**config.mk**
```make
export PLATFORM = sky130hd
export DESIGN_NAME = interrupt_power_control_flat
export DESIGN_NICKNAME = d
export VERILOG_FILES = /design/src/pkg/intpwr_pkg.sv /design/src/pkg/irq_link_if.sv /design/src/core/interrupt_power_control.sv /design/src/flat_wrapper.sv
export VERILOG_INCLUDE_DIRS = /design/src /design/src/pkg
export SDC_FILE = /design/constraint.sdc
export NUM_CORES = 1
export LEC_CHECK = 0
export ABC_AREA = 0
export BUFFER_PORTS_ARGS = -buffer_cell sky130_fd_sc_hd__buf_4
export CORE_ASPECT_RATIO = 0.8
export CORE_MARGIN = 1
export CORE_UTILIZATION = 51
export CTS_CLUSTER_SIZE = 16
export DETAILED_ROUTE_END_ITERATION = 8
export PLACE_DENSITY = 0.83
export SYNTH_ARGS = -nofsm -noshare
export SYNTH_HDL_FRONTEND = slang
export SYNTH_SLANG_ARGS = --single-unit
```
**constraint.sdc**
```tcl
create_clock -name pclk -period 4.8 [get_ports pclk]
set_input_delay 0.24 -clock pclk [delete_from_list [all_inputs] [get_ports pclk]]
set_output_delay 0.24 -clock pclk [all_outputs]
set_load 0.02 [all_outputs]
```
**src/pkg/intpwr_map.svh**
```systemverilog
// Constants for the interrupt and power control link and registers
// Summary of operation
// - Six vectors: two pins, three timers, serial
// - Global enable bit seven gates every request
// - Bit five enables timer 2 request
// - Bit four enables shared SPI and UART
// - Bits zero to three enable pins, timers
// - Software never writes one to bit six
// - Timer 2 request ORs overflow, external flags
// - Timer 2 flags survive vectoring; software clears
// - Timer 0/1 flags set state5_phase2, polled next
// - Timer 2 flag set state2_phase2, polled same
// - Internal clock via divide-by-two flip-flop
// - Idle stops CPU; peripherals, registers keep running
// - Idle ends on enabled interrupt or reset
// - Reset from idle: two cycles, RAM writes blocked
// - Instruction after idle avoids port writes
// - Power-down stops oscillator, keeps RAM, registers
// - Power-down ends by reset or external interrupt
// - Software enables level external interrupt first
// - Wake from power-down after nominal 16 ms
// - Strobes high in idle, low in power-down
// - SPI request needs SPI and serial enables
`ifndef INTPWR_MAP_SVH
`define INTPWR_MAP_SVH

// Enable mask bit positions
`define MSK_EXT0_BIT     0
`define MSK_T0_BIT       1
`define MSK_EXT1_BIT     2
`define MSK_T1_BIT       3
`define MSK_SERIAL_BIT   4
`define MSK_T2_BIT       5
`define MSK_RSVD_BIT     6
`define MSK_GLOBAL_BIT   7
`define MSK_RESET        8'h00

// Machine cycle timing
`define MC_STATES        6
`define POLL_STATE       5
`define T2_SET_STATE     2
`define RST_RUN_MC       2

// Oscillator restart after power-down wake
`define WAKE_TIME_MS     16
`define CLK_MHZ          125
`define WAKE_CYCLES      (`WAKE_TIME_MS * 1000 * `CLK_MHZ)

// Host register offsets
`define REG_MSK_OFS      8'h00
`define REG_CMD_OFS      8'h04
`define REG_STAT_OFS     8'h08

// Command register bits
`define CMD_IDLE_BIT     0
`define CMD_PDOWN_BIT    1
`define CMD_CLR_T2F_BIT  2
`define CMD_CLR_T2X_BIT  3
`define CMD_SPI_EN_BIT   4

// Status register fields
`define ST_VEC_LSB       0
`define ST_MODE_LSB      4
`define ST_T2_LSB        6
`define ST_CRST_BIT      8
`define ST_SPI_EN_BIT    9
`define ST_CNT_LSB       16

`endif

```
**src/pkg/intpwr_pkg.sv**
```systemverilog
// Types shared by both ends of the interrupt and power link
package intpwr_pkg;
    // Power mode, Gray coded along run, power-down, wake, idle
    typedef enum logic [1:0] {
        MODE_RUN   = 2'b00,
        MODE_PDOWN = 2'b01,
        MODE_WAKE  = 2'b11,
        MODE_IDLE  = 2'b10
    } mode_t;

    // Vector numbers, equal to the enable bit of each source
    typedef enum logic [2:0] {
        VEC_EXT0   = 3'h0,
        VEC_T0     = 3'h1,
        VEC_EXT1   = 3'h2,
        VEC_T1     = 3'h3,
        VEC_SERIAL = 3'h4,
        VEC_T2     = 3'h5
    } vector_t;
endpackage : intpwr_pkg

```
**src/pkg/irq_link_if.sv**
```systemverilog
// Link between the interrupt/power controller and the CPU sequencer
`timescale 1ns/1ns
`default_nettype none
interface irq_link_if;
    import intpwr_pkg::*;
    logic       msk_wr;
    logic [7:0] msk_wdata;
    logic [7:0] msk_q;
    logic       spi_en;
    logic [1:0] t2_clr;
    logic       idle_cmd;
    logic       pd_cmd;
    logic       irq_valid;
    vector_t    irq_vector;
    logic       irq_ack;
    mode_t      mode;
    logic [1:0] t2_flags;
    logic       core_reset;

    modport device (
        input  msk_wr, msk_wdata, spi_en, t2_clr, idle_cmd, pd_cmd, irq_ack,
        output msk_q, irq_valid, irq_vector, mode, t2_flags, core_reset
    );
    modport host (
        output msk_wr, msk_wdata, spi_en, t2_clr, idle_cmd, pd_cmd, irq_ack,
        input  msk_q, irq_valid, irq_vector, mode, t2_flags, core_reset
    );
endinterface : irq_link_if
`default_nettype wire

```
**src/core/interrupt_power_control.sv**
```systemverilog
// Interrupt enable, flag timing and idle/power-down control
//
// Added by the designer: the APB register port and the register addresses.
`timescale 1ns/1ns
`default_nettype none
`include "intpwr_map.svh"
module interrupt_power_control
    import intpwr_pkg::*;
#(
    parameter int unsigned WAKE_CYCLES = `WAKE_CYCLES
) (
    // Clock, reset, enable
    input  wire logic   pclk,
    input  wire logic   presetn,
    input  wire logic   ce,
    // Link to the CPU sequencer
    irq_link_if.device  link,
    // Hardware reset pin, synchronous level
    input  wire logic   rst_pin,
    // External interrupt pins, active low levels
    input  wire logic   ext_interrupt_pin_0_n,
    input  wire logic   ext_interrupt_pin_1_n,
    // Peripheral flag sources
    input  wire logic   timer0_overflow,
    input  wire logic   timer1_overflow,
    input  wire logic   timer2_overflow,
    input  wire logic   timer2_external,
    input  wire logic   uart_flag,
    input  wire logic   spi_flag,
    // Core strobes and program memory select
    input  wire logic   ale_core,
    input  wire logic   program_store_strobe_core,
    input  wire logic   ext_program,
    // Power state outputs
    output logic        cpu_stall,
    output logic        osc_stop,
    output logic        ram_write_block,
    output logic        ale_out,
    output logic        program_store_strobe,
    output logic        port0_float,
    output logic        port2_address
);
    localparam logic [2:0] LAST_STATE = 3'(`MC_STATES - 1);
    localparam logic [2:0] POLL_ST    = 3'(`POLL_STATE);
    localparam logic [2:0] T2_ST      = 3'(`T2_SET_STATE);
    localparam logic [1:0] RST_MC     = 2'(`RST_RUN_MC);
    localparam logic [31:0] WAKE_LAST = 32'(WAKE_CYCLES - 1);

    logic       phase_r;
    logic [2:0] state_r;
    mode_t      mode_r;
    mode_t      mode_nxt;
    logic [7:0] msk_r;
    logic       ev0_r;
    logic       ev1_r;
    logic       ev2_r;
    logic       evx_r;
    logic       t0f_r;
    logic       t1f_r;
    logic       t2f_r;
    logic       t2x_r;
    logic       valid_r;
    vector_t    vector_r;
    logic [1:0] rst_mc_r;
    logic       rst_run_r;
    logic       core_reset_r;
    logic [31:0] wake_cnt_r;
    logic       cpu_stall_r;
    logic       osc_stop_r;
    logic       rblk_r;
    logic       ale_r;
    logic       pss_r;
    logic       p0f_r;
    logic       p2a_r;

    // Machine timing runs while the oscillator runs
    wire osc_run   = (mode_r == MODE_RUN) || (mode_r == MODE_IDLE);
    wire step      = ce && osc_run;
    wire poll_pt   = phase_r && (state_r == POLL_ST);
    wire t2_pt     = phase_r && (state_r == T2_ST);
    wire asleep    = (mode_r != MODE_RUN);
    wire sreset    = rst_pin && !rst_run_r && (mode_r != MODE_IDLE);
    wire ack       = link.irq_ack && valid_r;

    // Source flags, bit order matches the enable mask
    wire [5:0] src = {t2f_r | t2x_r,
                      uart_flag | (spi_flag & link.spi_en),
                      t1f_r,
                      !ext_interrupt_pin_1_n,
                      t0f_r,
                      !ext_interrupt_pin_0_n};
    wire [5:0] enabled = src & msk_r[5:0] & {6{msk_r[`MSK_GLOBAL_BIT]}};
    wire       ext_wake = msk_r[`MSK_GLOBAL_BIT] &&
                          ((!ext_interrupt_pin_0_n && msk_r[`MSK_EXT0_BIT]) ||
                           (!ext_interrupt_pin_1_n && msk_r[`MSK_EXT1_BIT]));

    // Fixed priority: lowest vector number wins
    vector_t first;
    always_comb begin
        first = VEC_EXT0;
        for (int i = 5; i >= 0; i--) begin
            if (enabled[i]) begin
                first = vector_t'(3'(i));
            end
        end
    end

    // Power mode transitions
    always_comb begin
        mode_nxt = mode_r;
        unique case (mode_r)
            MODE_RUN: begin
                if (link.pd_cmd) begin
                    mode_nxt = MODE_PDOWN;
                end else if (link.idle_cmd) begin
                    mode_nxt = MODE_IDLE;
                end
            end
            MODE_IDLE: begin
                if (rst_pin || (poll_pt && |enabled)) begin
                    mode_nxt = MODE_RUN;
                end
            end
            MODE_PDOWN: begin
                if (ext_wake) begin
                    mode_nxt = MODE_WAKE;
                end
            end
            MODE_WAKE: begin
                if (wake_cnt_r == WAKE_LAST) begin
                    mode_nxt = MODE_RUN;
                end
            end
        endcase
        if (rst_pin && mode_r != MODE_IDLE) begin
            mode_nxt = MODE_RUN;
        end
    end

    // Divide-by-two phase and state counter
    always_ff @(posedge pclk or negedge presetn) begin
        if (!presetn) begin
            phase_r <= 1'b0;
            state_r <= 3'h0;
        end else if (step) begin
            phase_r <= !phase_r;
            if (phase_r) begin
                state_r <= (state_r == LAST_STATE) ? 3'h0 : state_r + 3'h1;
            end
        end
    end

    // Enable mask; a hardware reset reinitialises it
    always_ff @(posedge pclk or negedge presetn) begin
        if (!presetn) begin
            msk_r <= `MSK_RESET;
        end else if (ce) begin
            if (core_reset_r) begin
                msk_r <= `MSK_RESET;
            end else if (link.msk_wr && !asleep) begin
                msk_r <= link.msk_wdata;
            end
        end
    end

    // Timer flags; set wins over clear
    always_ff @(posedge pclk or negedge presetn) begin
        if (!presetn) begin
            ev0_r  <= 1'b0;
            ev1_r  <= 1'b0;
            ev2_r  <= 1'b0;
            evx_r  <= 1'b0;
            t0f_r  <= 1'b0;
            t1f_r  <= 1'b0;
            t2f_r  <= 1'b0;
            t2x_r  <= 1'b0;
        end else if (ce) begin
            ev0_r  <= timer0_overflow | (ev0_r & !(step & poll_pt));
            ev1_r  <= timer1_overflow | (ev1_r & !(step & poll_pt));
            ev2_r  <= timer2_overflow | (ev2_r & !(step & t2_pt));
            evx_r  <= timer2_external | (evx_r & !(step & t2_pt));
            t0f_r  <= (step & poll_pt & ev0_r) |
                      (t0f_r & !(ack && vector_r == VEC_T0) & !core_reset_r);
            t1f_r  <= (step & poll_pt & ev1_r) |
                      (t1f_r & !(ack && vector_r == VEC_T1) & !core_reset_r);
            t2f_r  <= (step & t2_pt & ev2_r) |
                      (t2f_r & !link.t2_clr[0] & !core_reset_r);
            t2x_r  <= (step & t2_pt & evx_r) |
                      (t2x_r & !link.t2_clr[1] & !core_reset_r);
        end
    end

    // Poll once per machine cycle at state5_phase2
    always_ff @(posedge pclk or negedge presetn) begin
        if (!presetn) begin
            valid_r  <= 1'b0;
            vector_r <= VEC_EXT0;
        end else if (ce) begin
            if (core_reset_r) begin
                valid_r <= 1'b0;
            end else if (step && poll_pt && mode_r == MODE_RUN && !valid_r) begin
                valid_r  <= |enabled;
                vector_r <= first;
            end else if (ack) begin
                valid_r <= 1'b0;
            end
        end
    end

    // Reset ending idle runs two more machine cycles first
    always_ff @(posedge pclk or negedge presetn) begin
        if (!presetn) begin
            rst_mc_r     <= 2'h0;
            rst_run_r    <= 1'b0;
            core_reset_r <= 1'b0;
        end else if (ce) begin
            if (mode_r == MODE_IDLE && rst_pin) begin
                rst_run_r <= 1'b1;
                rst_mc_r  <= RST_MC;
            end else if (rst_run_r && step && poll_pt) begin
                rst_mc_r  <= rst_mc_r - 2'h1;
                rst_run_r <= (rst_mc_r != 2'h1);
            end
            core_reset_r <= sreset;
        end
    end

    // Oscillator restart delay after wake
    always_ff @(posedge pclk or negedge presetn) begin
        if (!presetn) begin
            wake_cnt_r <= 32'h0;
        end else if (ce) begin
            wake_cnt_r <= (mode_r == MODE_WAKE) ? wake_cnt_r + 32'h1 : 32'h0;
        end
    end

    // Mode register and pin states while asleep
    always_ff @(posedge pclk or negedge presetn) begin
        if (!presetn) begin
            mode_r      <= MODE_RUN;
            cpu_stall_r <= 1'b0;
            osc_stop_r  <= 1'b0;
            rblk_r      <= 1'b0;
            ale_r       <= 1'b0;
            pss_r       <= 1'b0;
            p0f_r       <= 1'b0;
            p2a_r       <= 1'b0;
        end else if (ce) begin
            mode_r      <= mode_nxt;
            cpu_stall_r <= (mode_nxt != MODE_RUN);
            osc_stop_r  <= (mode_nxt == MODE_PDOWN);
            rblk_r      <= rst_run_r || rst_pin;
            ale_r       <= (mode_nxt == MODE_IDLE) ? 1'b1 :
                           (mode_nxt == MODE_RUN) ? ale_core : 1'b0;
            pss_r       <= (mode_nxt == MODE_IDLE) ? 1'b1 :
                           (mode_nxt == MODE_RUN) ? program_store_strobe_core : 1'b0;
            p0f_r       <= ext_program && (mode_nxt != MODE_RUN);
            p2a_r       <= ext_program && (mode_nxt == MODE_IDLE);
        end
    end

    // Outputs come straight from flip-flops
    assign link.msk_q      = msk_r;
    assign link.irq_valid  = valid_r;
    assign link.irq_vector = vector_r;
    assign link.mode       = mode_r;
    assign link.t2_flags   = {t2x_r, t2f_r};
    assign link.core_reset = core_reset_r;
    assign cpu_stall            = cpu_stall_r;
    assign osc_stop             = osc_stop_r;
    assign ram_write_block      = rblk_r;
    assign ale_out              = ale_r;
    assign program_store_strobe = pss_r;
    assign port0_float          = p0f_r;
    assign port2_address        = p2a_r;
endmodule : interrupt_power_control
`default_nettype wire

```
**src/flat_wrapper.sv**
```systemverilog
// flat-port wrapper written by rule: the top's interface ports become plain ports
module interrupt_power_control_flat import intpwr_pkg::*;
#(
    parameter int unsigned WAKE_CYCLES = `WAKE_CYCLES
)
  (pclk, presetn, ce, rst_pin, ext_interrupt_pin_0_n, ext_interrupt_pin_1_n, timer0_overflow, timer1_overflow, timer2_overflow, timer2_external, uart_flag, spi_flag, ale_core, program_store_strobe_core, ext_program, cpu_stall, osc_stop, ram_write_block, ale_out, program_store_strobe, port0_float, port2_address, link_msk_wr, link_msk_wdata, link_spi_en, link_t2_clr, link_idle_cmd, link_pd_cmd, link_irq_ack, link_msk_q, link_irq_valid, link_irq_vector, link_mode, link_t2_flags, link_core_reset);
  irq_link_if link_i ();
  input  wire logic pclk;
  input  wire logic presetn;
  input  wire logic ce;
  input  wire logic rst_pin;
  input  wire logic ext_interrupt_pin_0_n;
  input  wire logic ext_interrupt_pin_1_n;
  input  wire logic timer0_overflow;
  input  wire logic timer1_overflow;
  input  wire logic timer2_overflow;
  input  wire logic timer2_external;
  input  wire logic uart_flag;
  input  wire logic spi_flag;
  input  wire logic ale_core;
  input  wire logic program_store_strobe_core;
  input  wire logic ext_program;
  output logic cpu_stall;
  output logic osc_stop;
  output logic ram_write_block;
  output logic ale_out;
  output logic program_store_strobe;
  output logic port0_float;
  output logic port2_address;
  input wire logic [$bits(link_i.msk_wr)-1:0] link_msk_wr;
  input wire logic [$bits(link_i.msk_wdata)-1:0] link_msk_wdata;
  input wire logic [$bits(link_i.spi_en)-1:0] link_spi_en;
  input wire logic [$bits(link_i.t2_clr)-1:0] link_t2_clr;
  input wire logic [$bits(link_i.idle_cmd)-1:0] link_idle_cmd;
  input wire logic [$bits(link_i.pd_cmd)-1:0] link_pd_cmd;
  input wire logic [$bits(link_i.irq_ack)-1:0] link_irq_ack;
  output wire logic [$bits(link_i.msk_q)-1:0] link_msk_q;
  output wire logic [$bits(link_i.irq_valid)-1:0] link_irq_valid;
  output wire logic [$bits(link_i.irq_vector)-1:0] link_irq_vector;
  output wire logic [$bits(link_i.mode)-1:0] link_mode;
  output wire logic [$bits(link_i.t2_flags)-1:0] link_t2_flags;
  output wire logic [$bits(link_i.core_reset)-1:0] link_core_reset;
  assign link_i.msk_wr = link_msk_wr;
  assign link_i.msk_wdata = link_msk_wdata;
  assign link_i.spi_en = link_spi_en;
  assign link_i.t2_clr = link_t2_clr;
  assign link_i.idle_cmd = link_idle_cmd;
  assign link_i.pd_cmd = link_pd_cmd;
  assign link_i.irq_ack = link_irq_ack;
  assign link_msk_q = link_i.msk_q;
  assign link_irq_valid = link_i.irq_valid;
  assign link_irq_vector = link_i.irq_vector;
  assign link_mode = link_i.mode;
  assign link_t2_flags = link_i.t2_flags;
  assign link_core_reset = link_i.core_reset;
  interrupt_power_control #(.WAKE_CYCLES(WAKE_CYCLES)) u_core (.pclk(pclk), .presetn(presetn), .ce(ce), .link(link_i), .rst_pin(rst_pin), .ext_interrupt_pin_0_n(ext_interrupt_pin_0_n), .ext_interrupt_pin_1_n(ext_interrupt_pin_1_n), .timer0_overflow(timer0_overflow), .timer1_overflow(timer1_overflow), .timer2_overflow(timer2_overflow), .timer2_external(timer2_external), .uart_flag(uart_flag), .spi_flag(spi_flag), .ale_core(ale_core), .program_store_strobe_core(program_store_strobe_core), .ext_program(ext_program), .cpu_stall(cpu_stall), .osc_stop(osc_stop), .ram_write_block(ram_write_block), .ale_out(ale_out), .program_store_strobe(program_store_strobe), .port0_float(port0_float), .port2_address(port2_address));
endmodule
```
==> flow_summary_export.csv <==
group,metric,value,unit
clocking,clockBufferDepth,2,
final_layout,area_growth,19.1,%
run,drv_cap,0,
route,avgViaCountPerCell,5.70,
setup_path,crit_family,"simple AND/OR/NAND/NOR gates",
sta,timing.final.ws_setup,2350,ps
sta,tightest_slew,1200,ps
die,ioPinCount,54,
global_route,track_usage,23.4,%
placed_design,dp_hpwl,5.43,mm
setup_path,cp_common_cell,"nand4_1",
synth,synth_commonest_cells,"69 x dfrtp_1, 38 x nand2_1, 38 x nor2_1, 24 x o21ai_0, 23 x xor2_1",
sta,finalSetupViolations,0,
sta,finClkSkew,9.42,ps
global_route,antenna_found_initial,0,
global_route,overflow,0,
placed_design,dpl_cell_area,3870,um2
sta,drv_slew,0,
route,first_pass_iters,4,
final_layout,nets,433,
sta,rsz0062_at_grt,"no",
setup_path,required,5020,ps
die,num_rows,26,
route,wl_met3,490,um
synth,synth_edf_count,0,
route,avgRoutedWirePerCell,15.8,um
power_and_ir_drop,power,1800,uW
placed_design,numPortBuffers,53,
setup_path,cp_slowest_cell,"nor3_1",
final_layout,finalInstanceArea,4080,um2
clocking,cts.sinks,69,
synth,yosys_warnings,0,
synth,synth_top_area_share,50.4,%
setup_path,cp_max_fo,11,
power_and_ir_drop,vdd_ir_drop_max,0.229,mV
route,routed-via-count,2792,
min_path,hold_path_class,"input pin to asynchronous set/reset pin",
final_layout,drive_gt1_share,19.2,%
synth,yosysMostFrequentCell,"dfrtp_1",
clocking,worstSkewPairLatency,350,ps
synth,yosys_most_used_dff,"dfrtp_1",
route,drt-total-wl,7.75,mm
sta,finalSetupTns,0,ps
route,wl_met2,3.47,mm
clocking,path_clk_slew,80,ps
power_and_ir_drop,power.leakage,0.00185,uW
setup_path,worstPathCellList,"ha_1 > nand4_1 > nor3_1 > nand4_1 > xor2_1 > nor2_1",
clocking,cts_resized,0,
setup_path,start_kind,"flip-flop",
clocking,cts-htree-levels,3,
route,ant_nets,0,
synth,syn_area_per_cell,9.68,um2
global_route,grt_pass1_wl,12.4,mm
placed_design,place.gp.congestion,0.791,
sta,relSlewSlack,19.7,%
route,dr.max_layer_used,"met4",
global_route,grt_pass1_vias,2524,
die,die_x,93.7,um
outcome,status,"completed",
placed_design,dp_slack,2340,ps
power_and_ir_drop,powerDensity,442,nW/um2
clocking,numCtsBuffers,9,
die,fp.dieH,75.3,um
sta,hold_viol,0,
die,core-area,6440,um2
route,initialDrtViolationCount,237,
synth,yosys.area.top_type,"dfrtp_1",
die,die_area,7050,um2
setup_path,endpoint_kind,"flip-flop",
synth,synth_nets,386,
route,drc,0,
sta,max_freq,0.408,GHz
sta,fin_crit,2450,ps
die,start_util,53.2,%
synth,synthArstFlopShare,100,%
sta,post-route-period-util,51.1,%
setup_path,critPathMaxStageDelay,970,ps
synth,synthCells,354,
route,wl_met1,3.71,mm
synth,synth_area,3430,um2
setup_path,path_class,"flip-flop to flip-flop",
setup_path,crit_arrival,2680,ps
synth,seq_area_frac_synth,50.4,%
synth,synth-seq-cells,69,
clocking,tritoncts,"built",
clocking,clockRootBuffer,"clkbuf_8",
synth,ys_types,51,
clocking,post_cts_buffers,0,
final_layout,n_antenna_cell,0,
setup_path,worst-path-buf-inv,0,
global_route,grt_start_max_net_pins,70,
clocking,hold_buffers,0,
synth,synth_area_leaders,"dfrtp_1 50%, xor2_1 5.9%, nand2_1 4.2%, nor2_1 4.2%, o21ai_0 3.5%",
## logic make-up (layout without fill, tap and decap cells)
kind of cell,after synthesis,after routing,share of synthesized area [%]
AOI/OAI and AO/OA,66,66,13.0
xor gates and xnor gates,27,27,6.90
adders and majority gates,2,2,0.730
buffers and inverters,26,78,3.10
DFF,69,69,50.4
muxes,4,4,1.35
and+or+nand+nor,160,160,24.6
## cell type report
cell class,instances,area [um2]
Timing Repair Buffer,55,413
Inverter,7,26.3
Sequential cell,69,1730
Tap cell,84,105
Multi-Input combinational cell,259,1600
Clock inverter,7,90.1
Clock buffer,9,124
Fill cell,540,2360
## report_power, final
group	switching, uW	internal, uW	total (uW)
logic	263	213	476
registers	132	688	819
clock network	220	289	509
## worst paths after layout
path                       slack (ps)                  from                    end  cells past startpoint
min reg2reg                       510  u_core.link.msk_q[6]   u_core.link.msk_q[6]                      2
max                              2350  u_core.wake_cnt_r[0]  u_core.wake_cnt_r[24]                      6
min                                 4               presetn  u_core.wake_cnt_r[16]                      1
min in group pclk                 120       timer2_overflow           u_core.ev2_r                      2
max reg2reg                      2350  u_core.wake_cnt_r[0]  u_core.wake_cnt_r[24]                      6
max in group asynchronous        4260               presetn   u_core.link.msk_q[2]                      1
## layer usage
metal / GRT usage (%) / up-vias
li1: - / 1344
met1: 33.7 / 1361
met2: 35.1 / 80
met3: 5.89 / 7
met4: 7.18 / 0
met5: 0 / -
## state kept, by name, indices dropped and copies added (netlist names), 2 cells and up
signal                  flops
u_core.link.irq_vector      3
u_core.link.mode            2
u_core.wake_cnt_r          32
u_core.link.msk_q           8
u_core.state_r              3
u_core.rst_mc_r             2
## metrics by stage
step	util, %	hold slack, ps	std cells
after floorplan	-	-55.6	354
after global placement	60.1	408	474
after detailed placement	60.1	409	474
after CTS	63.4	31.4	490
after global routing	63.4	67.6	490
final	63.4	4.47	490
## cells in the final DEF (no fill, tap or decap), types with 4 or more instances in the layout
| cell | count |
|---|---|
| a21oi_1 | 8 |
| a22o_1 | 9 |
| and3_1 | 5 |
| buf_4 | 55 |
| clkbuf_8 | 9 |
| dfrtp_1 | 69 |
| inv_1 | 7 |
| nand2_1 | 38 |
| nand2b_1 | 13 |
| nand3_1 | 14 |
| nand4_1 | 16 |
| nor2_1 | 38 |
| nor2b_1 | 4 |
| nor3_1 | 6 |
| o21ai_0 | 24 |
| o31ai_1 | 4 |
| xnor2_1 | 4 |
| xor2_1 | 23 |
Power figures use the tool's default switching activity.
